--- config.mk ---
export PLATFORM = sky130hd
export DESIGN_NAME = wbgc_core
export DESIGN_NICKNAME = d
export VERILOG_FILES = /design/src/wbgc_pkg.sv /design/src/wbgc_pair_buf.sv /design/src/wbgc_core.sv
export VERILOG_INCLUDE_DIRS = /design/src /design/src/src
export SDC_FILE = /design/constraint.sdc
export NUM_CORES = 2
export LEC_CHECK = 0
export BUFFER_PORTS_ARGS = -buffer_cell sky130_fd_sc_hd__buf_2
export CORE_MARGIN = 1.5
export CORE_UTILIZATION = 35
export DETAILED_ROUTE_END_ITERATION = 12
export PLACE_DENSITY = 0.57
export SETUP_SLACK_MARGIN = 0.5
export SLEW_MARGIN = 30
export SYNTH_ARGS = -nofsm -noshare
export SYNTH_HDL_FRONTEND = slang
export SYNTH_SLANG_ARGS = --single-unit
export TNS_END_PERCENT = 100
--- constraint.sdc ---
create_clock -name sys_clk_i -period 15 [get_ports sys_clk_i]
set_clock_uncertainty 0.05 [all_clocks]
set_input_delay 0 -clock sys_clk_i [delete_from_list [all_inputs] [get_ports sys_clk_i]]
set_output_delay 0 -clock sys_clk_i [all_outputs]
set_load 0.02 [all_outputs]
--- src/wbgc_consts.svh ---
`ifndef WBGC_CONSTS_SVH
`define WBGC_CONSTS_SVH

// ==========================================================================
// Register addresses
`define WBGC_ADDR_CTRL      32'hf0f0080c
`define WBGC_ADDR_INQ       32'hf10080c0
`define WBGC_ADDR_PAIR_A    32'hf10080c4
`define WBGC_ADDR_PAIR_B    32'hf10080c8

// ==========================================================================
// Field positions
`define WBGC_BIT_PRESENT    0
`define WBGC_BIT_ABS        1
`define WBGC_BIT_ONEPUSH    5
`define WBGC_BIT_ONOFF      6
`define WBGC_BIT_AUTO       7
`define WBGC_LO_LSB         8
`define WBGC_LO_MSB         19
`define WBGC_HI_LSB         20
`define WBGC_HI_MSB         31

// ==========================================================================
// Reset values
`define WBGC_ON_RST         1'b1
`define WBGC_GAIN_RST       12'h000

// ==========================================================================
// Gain arithmetic and run lengths
`define WBGC_GAIN_MAX       9'h1ff
`define WBGC_UNITY          10'h100
`define WBGC_Q_TOP          10'h2ff
`define WBGC_GAIN_SHIFT     8
`define WBGC_ONEPUSH_FRAMES 4'h8
`define WBGC_AUTO_FRAMES    4'h1
`define WBGC_DIV_MSB        4'h9

// ==========================================================================
// Colour slot of a pixel
`define WBGC_CH_RED         2'h0
`define WBGC_CH_GREEN       2'h1
`define WBGC_CH_BLUE        2'h2

`endif

--- src/wbgc_pkg.sv ---
package wbgc_pkg;

  // ========================================================================
  // Types
  typedef logic [11:0] wbgc_gain_t;

  typedef enum logic [2:0] {
    WBGC_ST_IDLE  = 3'h0,
    WBGC_ST_WAIT  = 3'h1,
    WBGC_ST_ACCUM = 3'h3,
    WBGC_ST_DIV_R = 3'h2,
    WBGC_ST_DIV_B = 3'h6,
    WBGC_ST_LOAD  = 3'h7
  } wbgc_state_e;

endpackage : wbgc_pkg

--- src/wbgc_pair_buf.sv ---
`timescale 1ns/100ps

module wbgc_pair_buf #(
  parameter int W = 8
) (
  input  wire logic         sys_clk_i,
  input  wire logic         srst_i,
  input  wire logic         in_valid_i,
  output logic              in_ready_o,
  input  wire logic [W-1:0] in_data_i,
  output logic              out_valid_o,
  input  wire logic         out_ready_i,
  output logic [W-1:0]      out_data_o
);

  if (W < 1)
  begin : g_bad_w
    $error("wbgc_pair_buf: W must be positive");
  end

  logic         head_v_q;
  logic         head_v_d;
  logic         tail_v_q;
  logic         tail_v_d;
  logic [W-1:0] head_q;
  logic [W-1:0] head_d;
  logic [W-1:0] tail_q;
  logic [W-1:0] tail_d;
  logic         rdy_q;
  logic         rdy_d;
  logic         push;
  logic         pop;

  // ========================================================================
  // Two slots; head drives the output, ready drops while both are full
  always_comb
  begin
    push     = in_valid_i && rdy_q;
    pop      = head_v_q && out_ready_i;
    head_v_d = head_v_q;
    tail_v_d = tail_v_q;
    head_d   = head_q;
    tail_d   = tail_q;
    if (pop)
    begin
      if (tail_v_q)
      begin
        head_d   = tail_q;
        tail_v_d = 1'b0;
      end
      else
      begin
        head_v_d = 1'b0;
      end
    end
    if (push)
    begin
      if (!head_v_d)
      begin
        head_v_d = 1'b1;
        head_d   = in_data_i;
      end
      else
      begin
        tail_v_d = 1'b1;
        tail_d   = in_data_i;
      end
    end
    rdy_d = !tail_v_d;
  end

  always_ff @(posedge sys_clk_i)
  begin
    if (srst_i)
    begin
      head_v_q <= 1'b0;
      tail_v_q <= 1'b0;
      head_q   <= '0;
      tail_q   <= '0;
      rdy_q    <= 1'b1;
    end
    else
    begin
      head_v_q <= head_v_d;
      tail_v_q <= tail_v_d;
      head_q   <= head_d;
      tail_q   <= tail_d;
      rdy_q    <= rdy_d;
    end
  end

  assign in_ready_o  = rdy_q;
  assign out_valid_o = head_v_q;
  assign out_data_o  = head_q;
endmodule : wbgc_pair_buf

--- src/wbgc_core.sv ---
`timescale 1ns/100ps
`include "wbgc_consts.svh"

module wbgc_core #(
  parameter int PIX_W           = 12,
  parameter int ACC_W           = 40,
  parameter bit FEATURE_PRESENT = 1'b1
) (
  input  wire logic             sys_clk_i,
  input  wire logic             srst_i,
  input  wire logic [31:0]      reg_addr_i,
  input  wire logic             reg_wr_i,
  input  wire logic [31:0]      reg_wdata_i,
  input  wire logic             reg_rd_i,
  output logic [31:0]           reg_rdata_o,
  output logic                  reg_rvalid_o,
  input  wire logic [11:0]      abs_ub_gain_i,
  input  wire logic [11:0]      abs_vr_gain_i,
  input  wire logic             complement_mode_i,
  input  wire logic [PIX_W-1:0] pix_offset_i,
  input  wire logic             pix_valid_i,
  output logic                  pix_ready_o,
  input  wire logic             pix_sof_i,
  input  wire logic [1:0]       pix_chan_i,
  input  wire logic [PIX_W-1:0] pix_data_i,
  output logic                  out_valid_o,
  input  wire logic             out_ready_i,
  output logic                  out_sof_o,
  output logic [1:0]            out_chan_o,
  output logic [PIX_W-1:0]      out_data_o
);

  if (PIX_W < 8 || PIX_W > 16)
  begin : g_bad_pix_w
    $error("wbgc_core: PIX_W must lie in 8..16");
  end
  if (ACC_W < PIX_W + 19 || ACC_W > 48)
  begin : g_bad_acc_w
    $error("wbgc_core: ACC_W must lie in PIX_W+19..48");
  end

  localparam int RW = ACC_W + 10;

  // ========================================================================
  // Gain helpers
  function automatic logic [8:0] wbgc_clamp(input wbgc_pkg::wbgc_gain_t g);
    return (g > 12'(`WBGC_GAIN_MAX)) ? `WBGC_GAIN_MAX : g[8:0];
  endfunction : wbgc_clamp

  function automatic wbgc_pkg::wbgc_gain_t wbgc_q2gain(input logic [9:0] q,
                                                       input logic       sat);
    if (sat || q >= `WBGC_Q_TOP)
      return 12'(`WBGC_GAIN_MAX);
    else if (q < `WBGC_UNITY)
      return 12'h000;
    else
      return {2'h0, q - `WBGC_UNITY};
  endfunction : wbgc_q2gain

  // ========================================================================
  // State
  wbgc_pkg::wbgc_state_e st_q, st_d;
  logic                  abs_q, abs_d, on_q, on_d, auto_q, auto_d, busy_q, busy_d;
  logic                  pa_on_q, pa_on_d, pa_auto_q, pa_auto_d;
  wbgc_pkg::wbgc_gain_t  ub_q, ub_d, vr_q, vr_d, gain_r_q, gain_r_d, gain_b_q, gain_b_d;
  wbgc_pkg::wbgc_gain_t  stg_q [4];
  wbgc_pkg::wbgc_gain_t  stg_d [4];
  wbgc_pkg::wbgc_gain_t  act_q [4];
  wbgc_pkg::wbgc_gain_t  act_d [4];
  logic [31:0]           rdata_q, rdata_d;
  logic                  rvalid_q;
  logic [ACC_W-1:0]      acc_r_q, acc_r_d, acc_g_q, acc_g_d, acc_b_q, acc_b_d;
  logic [3:0]            fcnt_q, fcnt_d, bit_q, bit_d;
  logic [RW-1:0]         rem_q, rem_d;
  logic [9:0]            quo_q, quo_d;
  logic                  sat_q, sat_d;

  logic                  take, ctrl_wr, auto_run, clr, acc_en, hit;
  logic [3:0]            frames;
  logic [ACC_W-1:0]      dvs, pix_ext;
  logic [RW-1:0]         trial, numer;
  logic [9:0]            quo_new;
  wbgc_pkg::wbgc_gain_t  raw_gain, result;
  logic                  gain_en;
  logic [8:0]            gain9;
  logic [PIX_W:0]        sum;
  logic [PIX_W-1:0]      sum_sat;
  logic [PIX_W+9:0]      prod;
  logic [PIX_W+1:0]      scaled;
  logic [PIX_W-1:0]      pix_out;

  assign take     = pix_valid_i && pix_ready_o;
  assign ctrl_wr  = reg_wr_i && (reg_addr_i == `WBGC_ADDR_CTRL);
  assign auto_run = auto_q && on_q && !complement_mode_i;

  // ========================================================================
  // Register file
  always_comb
  begin
    abs_d     = abs_q;
    on_d      = on_q;
    auto_d    = auto_q;
    busy_d    = busy_q;
    ub_d      = ub_q;
    vr_d      = vr_q;
    pa_on_d   = pa_on_q;
    pa_auto_d = pa_auto_q;
    stg_d     = stg_q;
    rdata_d   = 32'h0000_0000;
    if (ctrl_wr)
    begin
      abs_d  = reg_wdata_i[`WBGC_BIT_ABS];
      on_d   = reg_wdata_i[`WBGC_BIT_ONOFF];
      auto_d = reg_wdata_i[`WBGC_BIT_AUTO];
      if (!reg_wdata_i[`WBGC_BIT_AUTO])
      begin
        ub_d = reg_wdata_i[`WBGC_LO_MSB:`WBGC_LO_LSB];
        vr_d = reg_wdata_i[`WBGC_HI_MSB:`WBGC_HI_LSB];
      end
      if (reg_wdata_i[`WBGC_BIT_ONEPUSH] && !reg_wdata_i[`WBGC_BIT_AUTO] && !busy_q
          && !complement_mode_i && FEATURE_PRESENT)
        busy_d = 1'b1;
    end
    if (reg_wr_i && reg_addr_i == `WBGC_ADDR_PAIR_A)
    begin
      pa_on_d   = reg_wdata_i[`WBGC_BIT_ONOFF];
      pa_auto_d = reg_wdata_i[`WBGC_BIT_AUTO];
      stg_d[1]  = reg_wdata_i[`WBGC_LO_MSB:`WBGC_LO_LSB];
      stg_d[0]  = reg_wdata_i[`WBGC_HI_MSB:`WBGC_HI_LSB];
    end
    if (reg_wr_i && reg_addr_i == `WBGC_ADDR_PAIR_B)
    begin
      stg_d[3] = reg_wdata_i[`WBGC_LO_MSB:`WBGC_LO_LSB];
      stg_d[2] = reg_wdata_i[`WBGC_HI_MSB:`WBGC_HI_LSB];
    end
    if (st_q == wbgc_pkg::WBGC_ST_LOAD)
    begin
      ub_d   = gain_b_q;
      vr_d   = gain_r_q;
      busy_d = busy_d && !busy_q;
    end
    if (reg_rd_i)
    begin
      unique case (reg_addr_i)
        `WBGC_ADDR_CTRL:
        begin
          rdata_d[`WBGC_BIT_PRESENT]            = FEATURE_PRESENT;
          rdata_d[`WBGC_BIT_ABS]                = abs_q;
          rdata_d[`WBGC_BIT_ONEPUSH]            = busy_q;
          rdata_d[`WBGC_BIT_ONOFF]              = on_q;
          rdata_d[`WBGC_BIT_AUTO]               = auto_q;
          rdata_d[`WBGC_LO_MSB:`WBGC_LO_LSB]    = ub_q;
          rdata_d[`WBGC_HI_MSB:`WBGC_HI_LSB]    = vr_q;
        end
        `WBGC_ADDR_PAIR_A:
        begin
          rdata_d[`WBGC_BIT_PRESENT]            = 1'b1;
          rdata_d[`WBGC_BIT_ONOFF]              = pa_on_q;
          rdata_d[`WBGC_BIT_AUTO]               = pa_auto_q;
          rdata_d[`WBGC_LO_MSB:`WBGC_LO_LSB]    = stg_q[1];
          rdata_d[`WBGC_HI_MSB:`WBGC_HI_LSB]    = stg_q[0];
        end
        `WBGC_ADDR_PAIR_B:
        begin
          rdata_d[`WBGC_BIT_PRESENT]            = 1'b1;
          rdata_d[`WBGC_LO_MSB:`WBGC_LO_LSB]    = stg_q[3];
          rdata_d[`WBGC_HI_MSB:`WBGC_HI_LSB]    = stg_q[2];
        end
        default: rdata_d = 32'h0000_0000;
      endcase
    end
  end

  // ========================================================================
  // Measurement engine: accumulate, then divide green by red and blue
  always_comb
  begin
    st_d     = st_q;
    fcnt_d   = fcnt_q;
    bit_d    = bit_q;
    rem_d    = rem_q;
    quo_d    = quo_q;
    sat_d    = sat_q;
    gain_r_d = gain_r_q;
    gain_b_d = gain_b_q;
    clr      = 1'b0;
    acc_en   = 1'b0;
    frames   = busy_q ? `WBGC_ONEPUSH_FRAMES : `WBGC_AUTO_FRAMES;
    pix_ext  = ACC_W'(pix_data_i);
    numer    = {2'h0, acc_g_q, 8'h00};
    dvs      = (st_q == wbgc_pkg::WBGC_ST_DIV_B) ? acc_b_q : acc_r_q;
    trial    = {10'h000, dvs} << bit_q;
    hit      = rem_q >= trial;
    quo_new  = quo_q | (hit ? (10'h001 << bit_q) : 10'h000);
    if (bit_q == `WBGC_DIV_MSB)
      sat_d = rem_q >= {dvs, 10'h000};
    result   = wbgc_q2gain(quo_new, sat_d);
    unique case (st_q)
      wbgc_pkg::WBGC_ST_IDLE:
        if (busy_q || auto_run)
          st_d = wbgc_pkg::WBGC_ST_WAIT;
      wbgc_pkg::WBGC_ST_WAIT:
        if (take && pix_sof_i)
        begin
          st_d   = wbgc_pkg::WBGC_ST_ACCUM;
          clr    = 1'b1;
          acc_en = 1'b1;
          fcnt_d = 4'h0;
        end
      wbgc_pkg::WBGC_ST_ACCUM:
        if (take)
        begin
          if (pix_sof_i && fcnt_q == frames - 4'h1)
          begin
            st_d  = wbgc_pkg::WBGC_ST_DIV_R;
            rem_d = numer;
            quo_d = 10'h000;
            bit_d = `WBGC_DIV_MSB;
          end
          else
          begin
            acc_en = 1'b1;
            if (pix_sof_i)
              fcnt_d = fcnt_q + 4'h1;
          end
        end
      wbgc_pkg::WBGC_ST_DIV_R,
      wbgc_pkg::WBGC_ST_DIV_B:
      begin
        rem_d = hit ? rem_q - trial : rem_q;
        quo_d = quo_new;
        bit_d = bit_q - 4'h1;
        if (bit_q == 4'h0)
        begin
          rem_d = numer;
          quo_d = 10'h000;
          bit_d = `WBGC_DIV_MSB;
          if (st_q == wbgc_pkg::WBGC_ST_DIV_R)
          begin
            gain_r_d = result;
            st_d     = wbgc_pkg::WBGC_ST_DIV_B;
          end
          else
          begin
            gain_b_d = result;
            st_d     = wbgc_pkg::WBGC_ST_LOAD;
          end
        end
      end
      wbgc_pkg::WBGC_ST_LOAD:
        st_d = auto_run ? wbgc_pkg::WBGC_ST_WAIT : wbgc_pkg::WBGC_ST_IDLE;
      default: st_d = wbgc_pkg::WBGC_ST_IDLE;
    endcase
    if (st_q != wbgc_pkg::WBGC_ST_IDLE && !busy_q && !auto_run)
      st_d = wbgc_pkg::WBGC_ST_IDLE;
    acc_r_d = clr ? '0 : acc_r_q;
    acc_g_d = clr ? '0 : acc_g_q;
    acc_b_d = clr ? '0 : acc_b_q;
    if (acc_en)
    begin
      unique case (pix_chan_i)
        `WBGC_CH_RED:   acc_r_d = acc_r_d + pix_ext;
        `WBGC_CH_GREEN: acc_g_d = acc_g_d + pix_ext;
        `WBGC_CH_BLUE:  acc_b_d = acc_b_d + pix_ext;
        default:        acc_g_d = acc_g_d;
      endcase
    end
  end

  // ========================================================================
  // Pixel path: pick gain, add offset, scale, saturate
  always_comb
  begin
    act_d = (take && pix_sof_i) ? stg_q : act_q;
    if (complement_mode_i)
    begin
      raw_gain = pix_sof_i ? stg_q[pix_chan_i] : act_q[pix_chan_i];
      gain_en  = pa_on_q;
    end
    else
    begin
      gain_en = on_q;
      unique case (pix_chan_i)
        `WBGC_CH_RED:  raw_gain = abs_q ? abs_vr_gain_i : vr_q;
        `WBGC_CH_BLUE: raw_gain = abs_q ? abs_ub_gain_i : ub_q;
        default:       raw_gain = 12'h000;
      endcase
    end
    gain9   = gain_en ? wbgc_clamp(raw_gain) : 9'h000;
    sum     = {1'b0, pix_data_i} + {1'b0, pix_offset_i};
    sum_sat = sum[PIX_W] ? '1 : sum[PIX_W-1:0];
    prod    = (PIX_W+10)'(sum_sat) * (PIX_W+10)'({1'b0, gain9} + `WBGC_UNITY);
    scaled  = prod[PIX_W+9:`WBGC_GAIN_SHIFT];
    pix_out = (scaled[PIX_W+1:PIX_W] != 2'h0) ? '1 : scaled[PIX_W-1:0];
  end

  always_ff @(posedge sys_clk_i)
  begin
    if (srst_i)
    begin
      st_q <= wbgc_pkg::WBGC_ST_IDLE;
      {abs_q, auto_q, busy_q, pa_auto_q} <= 4'h0;
      on_q <= `WBGC_ON_RST;
      pa_on_q <= `WBGC_ON_RST;
      {ub_q, vr_q, gain_r_q, gain_b_q} <= {4{`WBGC_GAIN_RST}};
      stg_q <= '{default: `WBGC_GAIN_RST};
      act_q <= '{default: `WBGC_GAIN_RST};
      {rdata_q, rvalid_q} <= 33'h0;
      {acc_r_q, acc_g_q, acc_b_q} <= '0;
      {fcnt_q, bit_q, quo_q, sat_q} <= 19'h0;
      rem_q <= '0;
    end
    else
    begin
      st_q <= st_d;
      {abs_q, auto_q, busy_q, pa_auto_q} <= {abs_d, auto_d, busy_d, pa_auto_d};
      on_q <= on_d;
      pa_on_q <= pa_on_d;
      {ub_q, vr_q, gain_r_q, gain_b_q} <= {ub_d, vr_d, gain_r_d, gain_b_d};
      stg_q <= stg_d;
      act_q <= act_d;
      {rdata_q, rvalid_q} <= {rdata_d, reg_rd_i};
      {acc_r_q, acc_g_q, acc_b_q} <= {acc_r_d, acc_g_d, acc_b_d};
      {fcnt_q, bit_q, quo_q, sat_q} <= {fcnt_d, bit_d, quo_d, sat_d};
      rem_q <= rem_d;
    end
  end

  assign reg_rdata_o  = rdata_q;
  assign reg_rvalid_o = rvalid_q;

  wbgc_pair_buf #(
    .W (PIX_W + 3)
  ) u_out_buf (
    .sys_clk_i   (sys_clk_i),
    .srst_i      (srst_i),
    .in_valid_i  (pix_valid_i),
    .in_ready_o  (pix_ready_o),
    .in_data_i   ({pix_sof_i, pix_chan_i, pix_out}),
    .out_valid_o (out_valid_o),
    .out_ready_i (out_ready_i),
    .out_data_o  ({out_sof_o, out_chan_o, out_data_o})
  );
endmodule : wbgc_core

== Yosys cells after proc, flatten, opt, wreduce, memory -nomap -nowiden ==
Cells that the tools add are included.

* Register bits: 408
* Input port bits: 122
* Output and inout port bits: 50
* Logic and storage cells: 208

* Add/subtract/negate cells: 10
* Multiply operators: 1
* Magnitude comparators: 6
* Equal/unequal tests: 21
* Shift-type cells: 2
* Multiplexer cells: 84
* Bitwise logic cells: 5
* Reductions and logical operators: 43

{| class="wikitable"
|+ Operators by type and width
! cell !! count
|-
| $mux 40 || 10
|-
| $mux 50 || 4
|-
| $mux 12 || 16
|-
| $add 40x12->40 || 3
|-
| $ge 50x50->1 || 2
|-
| $pmux 50 s2 || 1
|-
| $eq 32x32->1 const B || 3
|-
| $pmux 24 s3 || 1
|-
| $mux 10 || 6
|-
| $mux 15 || 4
|-
| $shl 40x4->50 || 1
|-
| $sub 50x50->50 || 1
|-
| $bmux 12 s2 || 2
|-
| $mux 4 || 8
|-
| $pmux 12 s2 || 1
|-
| $mul 12x10->22 || 1
|-
| $pmux 10 s2 || 1
|-
| $mux 1 || 18
|-
| $mux 9 || 2
|-
| $pmux 4 s2 || 2
|-
| $logic_and 1x1->1 || 15
|-
| $mux 3 || 5
|-
| $pmux 3 s5 || 1
|-
| $ne 2x2->1 const B || 7
|-
| 37 further kinds || 57
|}

== Logic depth before layout (Yosys ltp) ==
* Word-level depth: 15
* Mapped depth: 35
* Mapped depth without buffers: 32

== Modules after synthesis ==
A second synthesis with hierarchy kept.

* Cell total of the unflattened synthesis: 3581
* Area total of the unflattened synthesis: 28845.2 µm²

{| class="wikitable"
|+ By module, submodules not included
! module !! instances !! cells an instance !! area an instance (µm²) !! seq. area each (µm²)
|-
| wbgc_core || 1 || 3405 || 27304.9 || 7367.1
|-
| wbgc_pair_buf || 1 || 176 || 1540.2 || 660.6
|}

== Least setup slack after synthesis ==
OpenSTA, ideal clock, no wires.

* Kind: input -> register
* From: in pix_offset_i[0]
* To: reg u_out_buf.head_q[10] (netlist: u_out_buf.out_data_o[10])
* Setup time: 0.087 ns
* Arrival: 7.119 ns
* Required time: 14.863 ns
* Slack: 7.744 ns
* Cell stages on the path: 35
* Path buffers: 3
* Cell sequence: ha_1 > inv_1 > fa_1 > nor2b_1 > o31a_1 > o211ai_1 > a21boi_0 > a21oi_1 > o21bai_1 > clkbuf_1 > or2_2 > clkbuf_1 > nand2_1 > fa_1 > inv_1 > fa_1 > inv_1 > fa_1 > inv_1 > fa_1 > inv_1 > fa_1 > inv_1 > ha_1 > a2111oi_0 > o21ai_0 > o21ai_0 > o31a_1 > o21ai_0 > o211ai_2 > a31oi_1 > a211oi_2 > nor3_2 > buf_6 > a221oi_2

* Cells in the longest elaborated chain, start to end: 7

{| class="wikitable"
|+ Ends and longest elaborated chain
! what !! RTL line !! text
|-
| start, declared || wbgc_core.sv:20 || <nowiki>input wire logic [PIX_W-1:0] pix_offset_i,</nowiki>
|-
| $add 12x12->13 * || wbgc_core.sv:290 || <nowiki>sum = {1'b0, pix_data_i} + {1'b0, pix_offset_i};</nowiki>
|-
| $mux 12 * || wbgc_core.sv:291 || <nowiki>sum_sat = sum[PIX_W] ? '1 : sum[PIX_W-1:0];</nowiki>
|-
| $mul 12x10->22 * || wbgc_core.sv:292 || <nowiki>prod = (PIX_W+10)'(sum_sat) * (PIX_W+10)'({1'b0, gain9} + `WBGC_UNITY);</nowiki>
|-
| $reduce_bool 2->1 || wbgc_core.sv:294 || <nowiki>pix_out = (scaled[PIX_W+1:PIX_W] != 2'h0) ? '1 : scaled[PIX_W-1:0];</nowiki>
|-
| $mux 12 * || wbgc_core.sv:294 ||
|-
| $mux 15 * || wbgc_pair_buf.sv:58 || <nowiki>if (!head_v_d)</nowiki>
|-
| $mux 15 * || wbgc_pair_buf.sv:56 || <nowiki>if (push)</nowiki>
|-
| end signal, assigned || wbgc_pair_buf.sv:78 || <nowiki>head_q <= '0;</nowiki>
|-
| end signal, assigned || wbgc_pair_buf.sv:86 || <nowiki>head_q <= head_d;</nowiki>
|-
| end, declared || wbgc_pair_buf.sv:25 || <nowiki>logic [W-1:0] head_q;</nowiki>
|}

Every way passes the cells marked *; elsewhere a longest branch is shown, timed or not.
A chain may end at the register's enable or synchronous reset.

== Final worst setup path ==
* From: reg abs_q
* To: reg u_out_buf.tail_q[1]

* Cells in the longest elaborated chain, start to end: 10
* Elaborated cells on any way between the ends: 11
* Classes of those cells: add/sub (1); mul (1); order compare (1); mux (7); reduce/logical (1)

{| class="wikitable"
|+ Ends and longest elaborated chain
! what !! RTL line !! text
|-
| start, declared || wbgc_core.sv:63 || <nowiki>logic abs_q, abs_d, on_q, on_d, auto_q, auto_d, busy_q, busy_d;</nowiki>
|-
| start signal, assigned || wbgc_core.sv:316 || <nowiki>{abs_q, auto_q, busy_q, pa_auto_q} <= {abs_d, auto_d, busy_d, pa_auto_d};</nowiki>
|-
| $mux 12, on equally long branches || wbgc_core.sv:285, wbgc_core.sv:284 ||
|-
| $pmux 12 s2 * || wbgc_core.sv:283 || <nowiki>unique case (pix_chan_i)</nowiki>
|-
| $mux 12 * || wbgc_core.sv:275 || <nowiki>if (complement_mode_i)</nowiki>
|-
| $gt 12x9->1 || wbgc_core.sv:47 || <nowiki>return (g > 12'(`WBGC_GAIN_MAX)) ? `WBGC_GAIN_MAX : g[8:0];</nowiki>
|-
| $mux 9 * || wbgc_core.sv:47 ||
|-
| $mux 9 * || wbgc_core.sv:289 || <nowiki>gain9 = gain_en ? wbgc_clamp(raw_gain) : 9'h000;</nowiki>
|-
| $add 9x9->10 (no line) * || - ||
|-
| $mul 12x10->22 * || wbgc_core.sv:292 ||
|-
| $reduce_bool 2->1 || wbgc_core.sv:294 ||
|-
| $mux 12 * || wbgc_core.sv:294 ||
|-
| end signal, assigned || wbgc_pair_buf.sv:87 || <nowiki>tail_q <= tail_d;</nowiki>
|-
| end, declared || wbgc_pair_buf.sv:27 || <nowiki>logic [W-1:0] tail_q;</nowiki>
|}

Marks and branches as above.

==> flow_metrics.tcl <==
set metrics [dict create \
    outcome "finished clean" \
    critical_path.max_stage_delay_ps 940 \
    p_int_mw 2.55 \
    tritoncts "done" \
    die_h_um 292 \
    fin_setup_tns_ps 0 \
    avgSynthCellArea_um2 8.12 \
    synth-seq-cells 401 \
    cts_hold_buffers 40 \
    power_density_nw_per_um2 131 \
    drt_first_pass_iters 7 \
    area.growth.synth_to_final_pct 12.6 \
    p_leak_nw 13.5 \
    htree_levels 2 \
    nNetsFinal 4072 \
    grt_use_total_pct 21.6 \
    drive_above_1_share_pct 10.6 \
    hold_viol 0 \
    grt_most_used_layer "met2" \
    routabilityCongestion 0.934 \
    crit_fanout 15 \
    fp-row-count 105 \
    die-area_um2 85300 \
    final_area_um2 32900 \
    worst_pin_slew_ps 949 \
    pin_count 172 \
    relSlewSlack_pct 36.3 \
    switching_power_mw 1.78 \
    crit_path_frequent_cell "inv_1" \
    cts.sinks 401 \
    met2_usage_pct 34.8 \
    core_um2 82400 \
    fin_crit_sh_pct 57.5 \
    num_vias 26583 \
    grtUsageMet3_pct 2.23 \
    cp-start-kind "register" \
    synth-edff-count 0 \
    endpoint_kind "register" \
    grt_first_pass_wirelength_um 148000 \
    cts.repair.resized 0 \
    avgViaCountPerCell 5.56 \
    drc 0 \
    overflow 0 \
    grt_max_degree 186 \
    netlist_instances 3601 \
    p_sw_share_pct 41.2 \
    post_cts_buffers 0 \
    seq_area_frac_synth_pct 27.4 \
    die_w_um 292 \
    worst_ep_required_time_ps 15430 \
    routed_wl_um 94000 \
    hpwl_um 69200 \
    period_minus_slack_ps 8620 \
    maxCapViolCount 0 \
    antenna_found_initial 2 \
    grt_pass1_vias 25699 \
    clk_latency_ps 640 \
    yosys_warnings 0 \
    maxSlewViolCount 0 \
    portBuffers 164 \
    clkPwrFrac_pct 27.6 \
    cts_max_path_buffers 3 \
    clkTransAtPathRegs_ps 60 \
    postPlaceCellArea_um2 30900 \
    hold_path.class "input port to register" \
    start_util_pct 35.5 \
    postRouteAntennaNets 0 \
    root_buffer "clkbuf_16" \
    synthesis.area_um2 29200 \
    crit_type "register to register" \
    worst_ep_arrival_time_ps 9050 \
    cp_slowest_cell "dfxtp_1" \
    fmax_ghz 0.116 \
    met1_usage_pct 30.2 \
    comb_power_share_pct 47.1 \
    synth.distinct_cells 88 \
    async_flop_share_pct 0 \
    vdd_ir_drop_max_mv 0.249 \
    synth_flop_cell "dfxtp_1" \
    final-setup-viol-count 0 \
    wl_per_cell_um 19.7 \
    drtIter0Drc 2088 \
    cts_inserted_buffers 47 \
    p_seq_share_pct 25.3 \
    rsz0062_at_grt "no" \
]
## state kept, by name (all words and copies together), names as in the netlist, 10 cells and up, named ones only
| signal | cells |
|---|---|
| acc_b_q | 40 |
| reg_rdata_o | 29 |
| gain_r_q | 10 |
| stg_q | 48 |
| acc_g_q | 40 |
| gain_b_q | 10 |
| quo_q | 10 |
| u_out_buf.tail_q | 15 |
| rem_q | 50 |
| acc_r_q | 40 |
| u_out_buf.out_data_o | 15 |
| act_q | 48 |
| ub_q | 12 |
| vr_q | 12 |
## stage by stage
stage / hold WS, ps / power [mW] / std cells / setup slack (ps) / util (%)
after floorplan: 74.3 / 2.62 / 3603 / 7740 / -
final: 40.4 / 4.32 / 4783 / 6380 / 40.0
after CTS: 17.6 / 4.35 / 4780 / 6360 / 39.9
after global placement: 181 / 3.13 / 4656 / 6360 / 37.5
after detailed placement: 194 / 3.13 / 4656 / 6300 / 37.5
after global routing: 69.4 / 4.58 / 4780 / 5770 / 40.0
## critical path: cells and delay by family (launching register included)
kind | cells | cell delay (ps)
compound gates | 13 | 3210
buf+inv | 5 | 580
fa+ha+maj | 6 | 2720
flops | 1 | 940
simple gates | 2 | 960
## Yosys cell counts, types with 15 or more instances
cell / instances / share of area (%)
nor4_1: 21 / 0.45
nor3_1: 65 / 1.1
a22oi_1: 15 / 0.39
o21bai_1: 18 / 0.46
xnor2_1: 95 / 2.8
o211ai_1: 15 / 0.39
nor2b_1: 27 / 0.58
or2_2: 20 / 0.43
inv_1: 142 / 1.8
nor2_1: 418 / 5.4
or3_1: 25 / 0.53
buf_2: 25 / 0.43
ha_1: 204 / 8.7
nand4_1: 48 / 1.0
and2_1: 43 / 0.92
o21a_1: 18 / 0.46
o31a_1: 23 / 0.69
a21o_1: 69 / 1.8
dfxtp_1: 401 / 27
a31oi_1: 26 / 0.56
nand3_1: 78 / 1.3
a222oi_1: 24 / 0.82
and3_1: 36 / 0.77
a21oi_1: 319 / 5.5
clkbuf_1: 167 / 2.1
mux4_2: 25 / 1.9
a311oi_1: 27 / 0.81
nand2_1: 456 / 5.9
o21ai_0: 95 / 1.6
buf_1: 18 / 0.23
fa_1: 71 / 4.9
nand2b_1: 34 / 0.73
mux2i_1: 235 / 8.0
xor2_1: 43 / 1.3
a211oi_1: 60 / 1.5
## per-layer routing
metal / share of wire (%) / vias to the layer above
li1: - / 12959
met3: 5.3 / 173
met5: 0.013 / -
met2: 45 / 716
met1: 46 / 12733
met4: 3.4 / 2
## area by class of cell
type	count	area, um2
timing repair buffer	243	1540
tap	1070	1340
antenna	3	7.51
multi-input combinational	2837	19900
sequential	401	8030
fill	8464	49400
clock inverter	17	270
inverter	145	544
clock buffer	67	1330
## cells by family after synthesis
logic type               Yosys count  share of synthesized area (%)
buffers and inverters            365                           4.97
adder cells (fa/ha/maj)          275                           13.6
multiplexers                     264                           10.1
AO/OA/AOI/OAI                    819                           18.7
XOR/XNOR                         138                           4.13
flip-flops                       401                           27.4
AND/OR/NAND/NOR                 1338                           21.1
other                              1                         0.0128
## power groups by stage
stage / logic [mW] / registers, mW / clock network (mW)
6_report: 2.03 / 1.09 / 1.20
5_1_grt: 2.23 / 1.10 / 1.26
4_1_cts: 2.04 / 1.09 / 1.21
3_5_place_dp: 2.01 / 1.12 / 0
3_3_place_gp: 2.01 / 1.12 / 0
2_1_floorplan: 1.49 / 1.13 / 0
## layout by cell type (no fill, tap or decap), drive strengths merged, types with 15 or more instances in the layout
master,instances
o21ai,100
clkbuf,67
a21oi,321
nand2,457
nand2b,35
xnor2,95
and2,43
mux2i,235
or2,21
a221oi,16
o21a,18
dfxtp,401
o31a,23
o31ai,15
a22oi,15
fa,71
or3,25
inv,145
mux4,25
nand3,78
dlygate4sd3,40
ha,204
a21o,69
a311oi,27
a222oi,24
a31oi,26
and3,36
o21bai,18
nor2b,27
buf,203
o211ai,18
nor3,66
nor4,22
xor2,43
nand4,48
nor2,419
a211oi,72
## path summary, 6_finish.rpt
check / start / cells past startpoint / end / slack [ps]
hold / removal: pix_data_i[2] / 5 / acc_r_q[2]$_SDFF_PP0_ / 40
hold reg to reg: act_q[29]$_SDFFE_PP0P_ / 2 / act_q[29]$_SDFFE_PP0P_ / 400
setup / recovery: abs_q$_SDFFE_PP0P_ / 26 / u_out_buf.tail_q[1]$_SDFFE_PP0P_ / 6380
setup reg to reg: abs_q$_SDFFE_PP0P_ / 26 / u_out_buf.tail_q[1]$_SDFFE_PP0P_ / 6380
Power figures use the tool's default switching activity.
